`config.mk`:
```
export PLATFORM = sky130hd
export DESIGN_NAME = csvr_regs_top
export DESIGN_NICKNAME = d
export VERILOG_FILES = /design/src/csvr_pkg.sv /design/src/csvr_core_if.sv /design/src/csvr_clk_status.sv /design/src/csvr_regs_top.sv /design/src/csvr_vol_ramp.sv
export SDC_FILE = /design/constraint.sdc
export NUM_CORES = 1
export LEC_CHECK = 0
export BUFFER_PORTS_ARGS = -buffer_cell sky130_fd_sc_hd__buf_2
export CAP_MARGIN = 20
export CORE_MARGIN = 5
export CORE_UTILIZATION = 60
export CTS_CLUSTER_DIAMETER = 120
export CTS_CLUSTER_SIZE = 16
export DETAILED_ROUTE_END_ITERATION = 7
export PLACE_DENSITY = 0.8
export SYNTH_ARGS = -nofsm -noshare
export SYNTH_HDL_FRONTEND = slang
export SYNTH_SLANG_ARGS = --single-unit
```
`constraint.sdc`:
```
create_clock -name CORE_CLK_I -period 6.2 [get_ports CORE_CLK_I]
set_clock_uncertainty 0.05 [all_clocks]
set_input_delay 0.31 -clock CORE_CLK_I [delete_from_list [all_inputs] [get_ports CORE_CLK_I]]
set_output_delay 0.31 -clock CORE_CLK_I [all_outputs]
set_load 0.005 [all_outputs]
```
`src/csvr_pkg.sv`:
```
// constants shared by the clock status, hi-z and volume ramp register block
// assumes an i2c control port and a one-cycle sample-rate tick from the audio path
// What this block does
// - Status bit 5 reports serial bit clock overrate or underrate, read only.
// - Status bit 4 reports internal phase-locked loop overrate, read only.
// - Status bit 3 shows loop lock; disabled loop reads as unlocked.
// - Status bit 2 flags a missing serial bit clock, read only.
// - Status bit 1: bit clock valid when ratio stable and within 32 to 512.
// - Status bit 0: rate valid in auto mode, else configured/detected mismatch.
// - Rate error flag still asserts when rate errors are set to be ignored.
// - Hi-z bit 4 set floats left output; clear hands it back to state control.
// - Hi-z bit 3 set floats right output; clear hands it back to state control.
// - A forced channel leaves hi-z only when software clears its force bit or bridged mono mode is set.
// - Both force bits are ignored in bridged mono output mode.
// - One 8-bit volume code sets both channels: 0 is +24 dB, 0.5 dB steps.
// - Ramp down updates every 1, 2 or 4 sample periods; code 11 jumps.
// - Each ramp-down update lowers gain by 4, 2, 1 or 0.5 dB.
// - Ramp up updates every 1, 2 or 4 sample periods; code 11 restores at once.
// - Each ramp-up update raises gain by 4, 2, 1 or 0.5 dB.
package csvr_pkg;
  // register offsets on the control port
  localparam logic [7:0] ADDR_CLK_FLAGS = 8'h39;
  localparam logic [7:0] ADDR_HIZ_FORCE = 8'h40;
  localparam logic [7:0] ADDR_VOLUME = 8'h4C;
  localparam logic [7:0] ADDR_RAMP_CFG = 8'h4E;
  // reset values
  localparam logic [7:0] RST_CLK_FLAGS = 8'h00;
  localparam logic [7:0] RST_HIZ_FORCE = 8'h01;
  localparam logic [7:0] RST_VOLUME = 8'h30;
  localparam logic [7:0] RST_RAMP_CFG = 8'h33;
  // field positions
  localparam int BIT_LEFT_FLOAT = 4;
  localparam int BIT_RIGHT_FLOAT = 3;
  localparam int DOWN_IVL_LSB = 6;
  localparam int DOWN_INC_LSB = 4;
  localparam int UP_IVL_LSB = 2;
  localparam int UP_INC_LSB = 0;
  localparam logic [7:0] CLK_FLAGS_RW_MASK = 8'hC0;
  localparam int FLAG_BCLK_RATE = 5;
  localparam int FLAG_PLL_OVER = 4;
  localparam int FLAG_PLL_LOCK = 3;
  localparam int FLAG_BCK_MISSING = 2;
  localparam int FLAG_BCK_VALID = 1;
  localparam int FLAG_FS = 0;
  // bit clock ratio limits in sample periods
  localparam logic [9:0] BCK_RATIO_MIN = 10'h020;
  localparam logic [9:0] BCK_RATIO_MAX = 10'h200;
  localparam logic [3:0] FS_MODE_AUTO = 4'h0;
  localparam logic [3:0] FS_DET_ERROR = 4'h0;
  // volume coding: one code per 0.5 dB
  localparam logic [7:0] VOL_MUTE_CODE = 8'hFF;
  localparam logic [1:0] IVL_JUMP = 2'h3;
  // i2c framing
  localparam logic [3:0] I2C_BITS = 4'h8;
  localparam logic [6:0] DEV_ADDR_DEFAULT = 7'h2C; // arbitrary value
  typedef enum {I2C_IDLE, I2C_ADDR, I2C_ACK_ADDR, I2C_PTR, I2C_ACK_PTR,
                I2C_WDATA, I2C_ACK_WR, I2C_RDATA, I2C_ACK_RD} csvr_i2c_e;
endpackage

```
`src/csvr_core_if.sv`:
```
// bundle between the register top and its ramp engine and status collector
// assumes all members run on the core clock
`timescale 1ns/1ps
interface csvr_core_if;
  logic fs_tick;
  logic [7:0] target_code;
  logic [7:0] ramp_cfg;
  logic [7:0] cur_code;
  logic bclk_rate_err;
  logic pll_overrate;
  logic pll_locked;
  logic pll_enabled;
  logic bck_missing;
  logic [9:0] bck_ratio;
  logic bck_ratio_stable;
  logic [3:0] fs_mode;
  logic [3:0] fs_detected;
  logic [5:0] flags;
  modport ramp (input fs_tick, input target_code, input ramp_cfg, output cur_code);
  modport stat (input bclk_rate_err, input pll_overrate, input pll_locked, input pll_enabled,
                input bck_missing, input bck_ratio, input bck_ratio_stable, input fs_mode,
                input fs_detected, output flags);
  modport top (output fs_tick, output target_code, output ramp_cfg, input cur_code,
               output bclk_rate_err, output pll_overrate, output pll_locked, output pll_enabled,
               output bck_missing, output bck_ratio, output bck_ratio_stable, output fs_mode,
               output fs_detected, input flags);
endinterface

```
`src/csvr_clk_status.sv`:
```
// clock detection flag collector for the read-only status bits
// assumes detector inputs come from logic on the core clock
`timescale 1ns/1ps
module csvr_clk_status
  import csvr_pkg::*;
(
  input wire logic clk_i,
  input wire logic srst_i,
  csvr_core_if.stat bus
);
  logic [5:0] flags_reg, flags_next;
  logic ratio_ok;

  assign ratio_ok = bus.bck_ratio_stable && (bus.bck_ratio >= BCK_RATIO_MIN) &&
                    (bus.bck_ratio <= BCK_RATIO_MAX);
  assign bus.flags = flags_reg;

  // flags follow the detectors, one cycle late
  always_comb begin
    flags_next = 6'h00;
    flags_next[FLAG_BCLK_RATE] = bus.bclk_rate_err;
    flags_next[FLAG_PLL_OVER] = bus.pll_overrate;
    flags_next[FLAG_PLL_LOCK] = bus.pll_locked && bus.pll_enabled;
    flags_next[FLAG_BCK_MISSING] = bus.bck_missing;
    flags_next[FLAG_BCK_VALID] = ratio_ok;
    // no ignore input here: the flag must show even when errors are ignored
    if (bus.fs_mode == FS_MODE_AUTO) begin
      flags_next[FLAG_FS] = (bus.fs_detected != FS_DET_ERROR);
    end else begin
      flags_next[FLAG_FS] = (bus.fs_mode != bus.fs_detected);
    end
  end

  // registers only
  always_ff @(posedge clk_i) begin
    if (srst_i) begin
      flags_reg <= RST_CLK_FLAGS[5:0];
    end else begin
      flags_reg <= flags_next;
    end
  end
endmodule

```
`src/csvr_regs_top.sv`:
```
// register bank top: i2c slave, status, hi-z force and shared volume ramp
// assumes scl/sda arrive asynchronously as separate in/out/enable pins
`timescale 1ns/1ps
module csvr_regs_top
  import csvr_pkg::*;
#(
  parameter logic [6:0] DEV_ADDR = DEV_ADDR_DEFAULT
)(
  input wire logic CORE_CLK_I,
  input wire logic SRST_I,
  input wire logic SCL_I,
  input wire logic SDA_I,
  output logic SDA_O,
  output logic SDA_OE_O,
  input wire logic FS_TICK_I,
  input wire logic MUTE_REQ_I,
  input wire logic BRIDGED_MONO_MODE_I,
  input wire logic BCLK_RATE_ERR_I,
  input wire logic PLL_OVERRATE_I,
  input wire logic PLL_LOCKED_I,
  input wire logic PLL_ENABLED_I,
  input wire logic BCK_MISSING_I,
  input wire logic [9:0] BCK_RATIO_I,
  input wire logic BCK_RATIO_STABLE_I,
  input wire logic [3:0] FS_MODE_I,
  input wire logic [3:0] FS_DETECTED_I,
  output logic LEFT_HIZ_O,
  output logic RIGHT_HIZ_O,
  output logic [7:0] VOLUME_CODE_O
);
  csvr_core_if core ();

  // pin synchronisers and edge history
  logic scl_s1, scl_s2, scl_d;
  logic sda_s1, sda_s2, sda_d;
  logic scl_rise, scl_fall, bus_start, bus_stop;

  // i2c engine state
  csvr_i2c_e st_reg, st_next;
  logic [3:0] bit_reg, bit_next;
  logic [7:0] sh_reg, sh_next;
  logic [7:0] ptr_reg, ptr_next;
  logic rw_reg, rw_next;
  logic oe_reg, oe_next;

  // register bank
  logic [7:0] hiz_reg, hiz_next;
  logic [7:0] vol_reg, vol_next;
  logic [7:0] cfg_reg, cfg_next;
  logic [1:0] flags_hi_reg, flags_hi_next;
  logic wr_en;
  logic [7:0] rd_byte;

  // output flops
  logic left_hiz_reg, left_hiz_next;
  logic right_hiz_reg, right_hiz_next;

  // mapped offsets, shared by reads and writes
  function automatic logic is_mapped(input logic [7:0] a);
    is_mapped = (a == ADDR_CLK_FLAGS) || (a == ADDR_HIZ_FORCE) ||
                (a == ADDR_VOLUME) || (a == ADDR_RAMP_CFG);
  endfunction

  // two flops per pin, then a third stage for edges
  always_ff @(posedge CORE_CLK_I) begin
    if (SRST_I) begin
      scl_s1 <= 1'b1;
      scl_s2 <= 1'b1;
      scl_d <= 1'b1;
      sda_s1 <= 1'b1;
      sda_s2 <= 1'b1;
      sda_d <= 1'b1;
    end else begin
      scl_s1 <= SCL_I;
      scl_s2 <= scl_s1;
      scl_d <= scl_s2;
      sda_s1 <= SDA_I;
      sda_s2 <= sda_s1;
      sda_d <= sda_s2;
    end
  end

  assign scl_rise = scl_s2 && !scl_d;
  assign scl_fall = !scl_s2 && scl_d;
  assign bus_start = scl_s2 && scl_d && sda_d && !sda_s2;
  assign bus_stop = scl_s2 && scl_d && !sda_d && sda_s2;

  // read data mux; unmapped offsets read as zero
  always_comb begin
    rd_byte = 8'h00;
    if (!is_mapped(ptr_reg)) begin
      rd_byte = 8'h00;
    end else if (ptr_reg == ADDR_CLK_FLAGS) begin
      rd_byte = {flags_hi_reg, core.flags};
    end else if (ptr_reg == ADDR_HIZ_FORCE) begin
      rd_byte = hiz_reg;
    end else if (ptr_reg == ADDR_VOLUME) begin
      rd_byte = vol_reg;
    end else begin
      rd_byte = cfg_reg;
    end
  end

  // i2c byte engine: sample on scl rise, change sda on scl fall
  always_comb begin
    st_next = st_reg;
    bit_next = bit_reg;
    sh_next = sh_reg;
    ptr_next = ptr_reg;
    rw_next = rw_reg;
    oe_next = oe_reg;
    wr_en = 1'b0;
    if (bus_stop) begin
      st_next = I2C_IDLE;
      oe_next = 1'b0;
    end else if (bus_start) begin
      // a repeated start keeps the pointer for the read that follows
      st_next = I2C_ADDR;
      bit_next = 4'h0;
      oe_next = 1'b0;
    end else if (scl_rise) begin
      case (st_reg)
        I2C_ADDR, I2C_PTR, I2C_WDATA: begin
          sh_next = {sh_reg[6:0], sda_s2};
          bit_next = bit_reg + 4'h1;
        end
        I2C_ACK_RD: begin
          // master nack ends the read burst
          if (sda_s2) begin
            st_next = I2C_IDLE;
          end
        end
        default: begin
        end
      endcase
    end else if (scl_fall) begin
      case (st_reg)
        I2C_ADDR: begin
          if (bit_reg == I2C_BITS) begin
            if (sh_reg[7:1] == DEV_ADDR) begin
              st_next = I2C_ACK_ADDR;
              rw_next = sh_reg[0];
              oe_next = 1'b1;
            end else begin
              st_next = I2C_IDLE;
            end
          end
        end
        I2C_ACK_ADDR: begin
          bit_next = 4'h0;
          if (rw_reg) begin
            st_next = I2C_RDATA;
            sh_next = rd_byte;
            oe_next = !rd_byte[7];
          end else begin
            st_next = I2C_PTR;
            oe_next = 1'b0;
          end
        end
        I2C_PTR: begin
          if (bit_reg == I2C_BITS) begin
            ptr_next = sh_reg;
            st_next = I2C_ACK_PTR;
            oe_next = 1'b1;
          end
        end
        I2C_WDATA: begin
          if (bit_reg == I2C_BITS) begin
            wr_en = 1'b1;
            ptr_next = ptr_reg + 8'h01;
            st_next = I2C_ACK_WR;
            oe_next = 1'b1;
          end
        end
        I2C_ACK_PTR, I2C_ACK_WR: begin
          st_next = I2C_WDATA;
          bit_next = 4'h0;
          oe_next = 1'b0;
        end
        I2C_RDATA: begin
          if (bit_reg == I2C_BITS - 4'h1) begin
            st_next = I2C_ACK_RD;
            oe_next = 1'b0;
            ptr_next = ptr_reg + 8'h01;
          end else begin
            bit_next = bit_reg + 4'h1;
            sh_next = {sh_reg[6:0], 1'b0};
            oe_next = !sh_reg[6];
          end
        end
        I2C_ACK_RD: begin
          // still here after the ack bit: master wants another byte
          st_next = I2C_RDATA;
          bit_next = 4'h0;
          sh_next = rd_byte;
          oe_next = !rd_byte[7];
        end
        default: begin
        end
      endcase
    end
  end

  // register bank writes; nothing but a write changes the force bits
  always_comb begin
    hiz_next = hiz_reg;
    vol_next = vol_reg;
    cfg_next = cfg_reg;
    flags_hi_next = flags_hi_reg;
    if (wr_en) begin
      if (!is_mapped(ptr_reg)) begin
        hiz_next = hiz_reg;
      end else if (ptr_reg == ADDR_CLK_FLAGS) begin
        flags_hi_next = sh_reg[7:6] & CLK_FLAGS_RW_MASK[7:6];
      end else if (ptr_reg == ADDR_HIZ_FORCE) begin
        hiz_next = sh_reg;
      end else if (ptr_reg == ADDR_VOLUME) begin
        vol_next = sh_reg;
      end else begin
        cfg_next = sh_reg;
      end
    end
  end

  // channel float outputs, masked in bridged mono
  always_comb begin
    left_hiz_next = hiz_reg[BIT_LEFT_FLOAT] && !BRIDGED_MONO_MODE_I;
    right_hiz_next = hiz_reg[BIT_RIGHT_FLOAT] && !BRIDGED_MONO_MODE_I;
  end

  // all state registers except the pin synchronisers
  always_ff @(posedge CORE_CLK_I) begin
    if (SRST_I) begin
      st_reg <= I2C_IDLE;
      bit_reg <= 4'h0;
      sh_reg <= 8'h00;
      ptr_reg <= 8'h00;
      rw_reg <= 1'b0;
      oe_reg <= 1'b0;
      hiz_reg <= RST_HIZ_FORCE;
      vol_reg <= RST_VOLUME;
      cfg_reg <= RST_RAMP_CFG;
      flags_hi_reg <= RST_CLK_FLAGS[7:6];
      left_hiz_reg <= 1'b0;
      right_hiz_reg <= 1'b0;
    end else begin
      st_reg <= st_next;
      bit_reg <= bit_next;
      sh_reg <= sh_next;
      ptr_reg <= ptr_next;
      rw_reg <= rw_next;
      oe_reg <= oe_next;
      hiz_reg <= hiz_next;
      vol_reg <= vol_next;
      cfg_reg <= cfg_next;
      flags_hi_reg <= flags_hi_next;
      left_hiz_reg <= left_hiz_next;
      right_hiz_reg <= right_hiz_next;
    end
  end

  // open drain: only ever pulls low
  assign SDA_O = 1'b0;
  assign SDA_OE_O = oe_reg;
  assign LEFT_HIZ_O = left_hiz_reg;
  assign RIGHT_HIZ_O = right_hiz_reg;
  assign VOLUME_CODE_O = core.cur_code;

  // feed the sub-blocks; mute drives the ramp toward zero volume
  assign core.fs_tick = FS_TICK_I;
  assign core.target_code = MUTE_REQ_I ? VOL_MUTE_CODE : vol_reg;
  assign core.ramp_cfg = cfg_reg;
  assign core.bclk_rate_err = BCLK_RATE_ERR_I;
  assign core.pll_overrate = PLL_OVERRATE_I;
  assign core.pll_locked = PLL_LOCKED_I;
  assign core.pll_enabled = PLL_ENABLED_I;
  assign core.bck_missing = BCK_MISSING_I;
  assign core.bck_ratio = BCK_RATIO_I;
  assign core.bck_ratio_stable = BCK_RATIO_STABLE_I;
  assign core.fs_mode = FS_MODE_I;
  assign core.fs_detected = FS_DETECTED_I;

  csvr_vol_ramp u_ramp (
    .clk_i(CORE_CLK_I),
    .srst_i(SRST_I),
    .bus(core.ramp)
  );

  csvr_clk_status u_status (
    .clk_i(CORE_CLK_I),
    .srst_i(SRST_I),
    .bus(core.stat)
  );
endmodule

```
`src/csvr_vol_ramp.sv`:
```
// volume ramp engine: walks the live code toward the target in sample periods
// assumes fs_tick is a one-cycle pulse per sample period on the core clock
`timescale 1ns/1ps
module csvr_vol_ramp
  import csvr_pkg::*;
(
  input wire logic clk_i,
  input wire logic srst_i,
  csvr_core_if.ramp bus
);
  logic [7:0] cur_reg, cur_next;
  logic [1:0] cnt_reg, cnt_next;
  logic [1:0] down_ivl, down_inc, up_ivl, up_inc;
  logic [8:0] sum_down, stepped_up;

  // interval code to ticks-per-update minus one
  function automatic logic [1:0] ivl_last(input logic [1:0] code);
    ivl_last = (code == 2'h0) ? 2'h0 : (code == 2'h1) ? 2'h1 : 2'h3;
  endfunction
  // step code to volume codes: 4, 2, 1, 0.5 dB
  function automatic logic [8:0] inc_codes(input logic [1:0] code);
    inc_codes = 9'h008 >> code;
  endfunction

  assign down_ivl = bus.ramp_cfg[DOWN_IVL_LSB +: 2];
  assign down_inc = bus.ramp_cfg[DOWN_INC_LSB +: 2];
  assign up_ivl = bus.ramp_cfg[UP_IVL_LSB +: 2];
  assign up_inc = bus.ramp_cfg[UP_INC_LSB +: 2];
  assign sum_down = {1'b0, cur_reg} + inc_codes(down_inc);
  assign stepped_up = {1'b0, cur_reg} - inc_codes(up_inc);
  assign bus.cur_code = cur_reg;

  // higher code is lower gain, so ramp down means counting the code up
  always_comb begin
    cur_next = cur_reg;
    cnt_next = cnt_reg;
    if (cur_reg < bus.target_code) begin
      if (down_ivl == IVL_JUMP) begin
        cur_next = bus.target_code;
        cnt_next = 2'h0;
      end else if (bus.fs_tick) begin
        if (cnt_reg >= ivl_last(down_ivl)) begin
          cnt_next = 2'h0;
          // clamp so the last step lands on the target
          cur_next = (sum_down >= {1'b0, bus.target_code}) ? bus.target_code : sum_down[7:0];
        end else begin
          cnt_next = cnt_reg + 2'h1;
        end
      end
    end else if (cur_reg > bus.target_code) begin
      if (up_ivl == IVL_JUMP) begin
        cur_next = bus.target_code;
        cnt_next = 2'h0;
      end else if (bus.fs_tick) begin
        if (cnt_reg >= ivl_last(up_ivl)) begin
          cnt_next = 2'h0;
          // underflow shows as bit 8 and is clamped as well
          cur_next = (stepped_up[8] || stepped_up[7:0] <= bus.target_code) ?
                     bus.target_code : stepped_up[7:0];
        end else begin
          cnt_next = cnt_reg + 2'h1;
        end
      end
    end else begin
      cnt_next = 2'h0;
    end
  end

  // registers only
  always_ff @(posedge clk_i) begin
    if (srst_i) begin
      cur_reg <= RST_VOLUME;
      cnt_reg <= 2'h0;
    end else begin
      cur_reg <= cur_next;
      cnt_reg <= cnt_next;
    end
  end
endmodule
```
==> impl_metrics.py <==
metrics = {
    "synth": {
        "synth_top_family_by_area": "simple AND/OR/NAND/NOR gates",
        "synth_largest_area_cell": "dfxtp_1",
        "synthAdderAreaFrac_pct": 11.4,
        "synth_edf_count": 0,
        "syn-cell-area_um2": 5290,
        "synth_xor_area_share_pct": 2.98,
        "async_flop_share_pct": 0,
        "netlist_top_cells_count": "81 x nor2_1, 76 x dfxtp_1, 46 x nand2_1",
        "yosys.cell_count.top_type": "nor2_1",
        "synth_top_area_share_pct": 28.8,
        "yosys-top-cells-area": "dfxtp_1 29%, ha_1 11%, nor2_1 5.8%",
        "syn_inst": 643,
        "synthFlopType": "dfxtp_1",
        "synthDistinctLibCells": 75,
        "syn-mean-instance-area_um2": 8.22,
        "yosys.area_share.simple_pct": 27.0,
        "synth_seq_cells": 76,
        "yosysWarnings": 0,
        "yosysSeqAreaShare_pct": 28.8,
        "synthesis.nets": 721,
        "synth.area.mux_share_pct": 4.92,
        "synth_compound_area_share_pct": 20.8,
    },
    "global_route": {
        "grt_usage_pct": 24.6,
        "antenna_found_initial": 0,
        "gr-usage-met1_pct": 32.0,
        "grt_max_degree": 78,
        "first_global_vias": 4689,
        "use_met2_pct": 40.2,
        "grt_pass1_wl_um": 22400,
        "grt_remaining_overflow": 0,
        "grt_busiest_layer": "met2",
        "met3_usage_pct": 4.10,
    },
    "clock_network": {
        "post_cts_buffers": 0,
        "cts-buffers-inserted": 9,
        "cts_root_buf": "clkbuf_8",
        "path_clk_slew_ns": 0.09,
        "cts_tree": "yes",
        "hold_buffers": 0,
        "clk_path_buf_depth": 2,
        "cts-resized-gates": 0,
        "clock_latency_ns": 0.36,
        "clock_sinks": 76,
        "htree_levels": 3,
    },
    "placed_design": {
        "numPortBuffers": 41,
        "gp_congestion": 0.948,
        "dpl.hpwl_um": 10000,
    },
    "power_and_ir_drop": {
        "power_leakage_nw": 2.28,
        "ir_drop_uv": 151,
        "p_per_area_nw_per_um2": 270,
        "p_total_mw": 1.55,
    },
    "die": {
        "die_area_um2": 10800,
        "die_h_um": 104,
        "fp-row-count": 34,
        "io_pins": 43,
        "initial_core_util_pct": 61.2,
        "core_area_um2": 8640,
        "die_width_um": 104,
    },
    "routing": {
        "routed_wl_um": 13500,
        "routed_via_density": 6.25,
        "drt_iter0_drc": 318,
        "drc": 0,
        "antenna_left": 0,
        "wl_per_cell_um": 17.3,
        "vias": 4874,
        "first_pass_iters": 5,
    },
    "sta": {
        "period_needed_ns": 3.91,
        "worst_slew_margin_rel_pct": 37.9,
        "hold_viol": 0,
        "fin_tns_setup_ns": 0,
        "fmax_ghz": 0.256,
        "setup_viol": 0,
        "rsz0062_at_grt": "no",
        "fin_crit_sh_pct": 63.0,
        "worstMarginPinSlew_ns": 0.927,
        "slew_violations": 0,
    },
    "setup_path": {
        "crit_top_cell": "ha_1",
        "slowest_stage": "or4_1",
        "critPathArrivalTime_ns": 4.11,
        "end_kind": "flop",
        "slowest_delay_ns": 0.49,
        "path_class": "reg2reg",
        "path_cells": "and2_1 -> ha_1 -> inv_1 -> fa_1 -> a21oi_1 -> nor2b_1 -> nor4_1 -> xor2_1 -> ha_1 -> and4_4 -> nand2_2 -> and3_4 -> a41oi_2 -> nor3_2 -> or4_1 -> a32o_1",
        "cp-start-kind": "flop",
        "cp_top_family": "simple AND/OR/NAND/NOR gates",
        "r2r_start": "cfg_reg[0]$_SDFFE_PP1P_",
        "critical_path_required_ns": 6.40,
        "setup.worst_path.start": "cfg_reg[0]$_SDFFE_PP1P_",
        "path_max_fanout": 12,
        "critical_path_buf_inv_count": 1,
    },
    "layout": {
        "multi_input_area_um2": 3550,
        "syn2layout_area_growth_pct": 8.38,
        "regArea_um2": 1520,
        "layout-drive-gt1-share_pct": 13.5,
        "n_fill_cell": 733,
        "finalNetCount": 745,
        "fin_util_pct": 66.4,
        "num_antenna_cells": 0,
    },
    "hold_path": {
        "min_from": "BRIDGED_MONO_MODE_I",
        "hp-class": "in2reg",
    },
    "job": {
        "drv_cap": 0,
    },
    "status": {
        "status": "completed",
    },
}
==> metal layers <==
metal	share of wire (%)	vias to the layer above
met2	47	145
met4	2.7	0
met1	44	2305
li1	-	2392
met5	0	-
met3	6.5	32
==> worst reg2reg max path, delay by kind of cell (launching register included) <==
family | cells | cell delay, ns
compound gates | 3 | 0.68
buf+inv | 1 | 0.05
xor+xnor | 1 | 0.14
simple gates | 8 | 1.64
fa+ha+maj | 3 | 0.86
flops | 1 | 0.40
==> logic make-up (layout without fill, tap and decap cells) <==
kind of cell             Yosys count  in the layout
AND/OR/NAND/NOR                  265            265
AO/OA/AOI/OAI                    160            160
flip-flops                        76             76
buffers and inverters             50             79
adder cells (fa/ha/maj)           47             47
multiplexers                      26             26
XOR/XNOR                          18             18
other                              1              1
==> final timing paths <==
kind                                               to  slack, ns  depth (start not counted)
setup / recovery  u_ramp.bus.cur_code[2]$_SDFFE_PP0P_       2.29                         16
hold / removal                  LEFT_HIZ_O$_SDFF_PP0_       0.07                          2
setup reg to reg  u_ramp.bus.cur_code[2]$_SDFFE_PP0P_       2.29                         16
hold reg to reg                     scl_s2$_SDFF_PP1_       0.37                          1
==> through the flow <==
step / cell area [µm²] / worst slack (ns) / hold slack [ns] / instances
3_3_place_gp: 5500 / 2.42 / 0.341 / 764
4_1_cts: 5730 / 2.31 / 0.0648 / 780
3_5_place_dp: 5500 / 2.32 / 0.356 / 764
6_report: 5730 / 2.29 / 0.0747 / 780
2_1_floorplan: 5290 / 2.54 / 0.336 / 643
5_1_grt: 5730 / 1.98 / 0.0666 / 780
==> report_power, final <==
group | total, mW | leakage [nW] | internal, mW | switching, mW
sequential | 0.565 | 0.616 | 0.512 | 0.0527
clock | 0.445 | 0.110 | 0.234 | 0.211
combinational | 0.535 | 1.55 | 0.227 | 0.308
total | 1.55 | 2.28 | 0.973 | 0.572
==> placed cells by master (no fill, tap or decap), drive strengths merged, types with 7 or more instances in the layout <==
cell / count
a211o: 8
a211oi: 16
a21o: 8
a21oi: 38
a22oi: 12
and2: 7
buf: 42
clkbuf: 9
dfxtp: 76
ha: 45
inv: 23
mux2i: 26
nand2: 47
nand2b: 8
nand3: 16
nor2: 84
nor2b: 18
nor3: 19
nor4: 10
o21a: 7
o21ai: 23
o22ai: 11
or2: 12
xnor2: 9
xor2: 9
==> cell type report <==
| cell class | instances | share of cell area (%) |
|---|---|---|
| well taps | 108 | 2.36 |
| inverters | 21 | 1.38 |
| clock buffers | 9 | 2.16 |
| repair buffers | 42 | 3.71 |
| multi-input cells | 517 | 62.0 |
| clock inverters | 7 | 1.86 |
| flip-flops and latches | 76 | 26.6 |
Power figures use the tool's default switching activity.
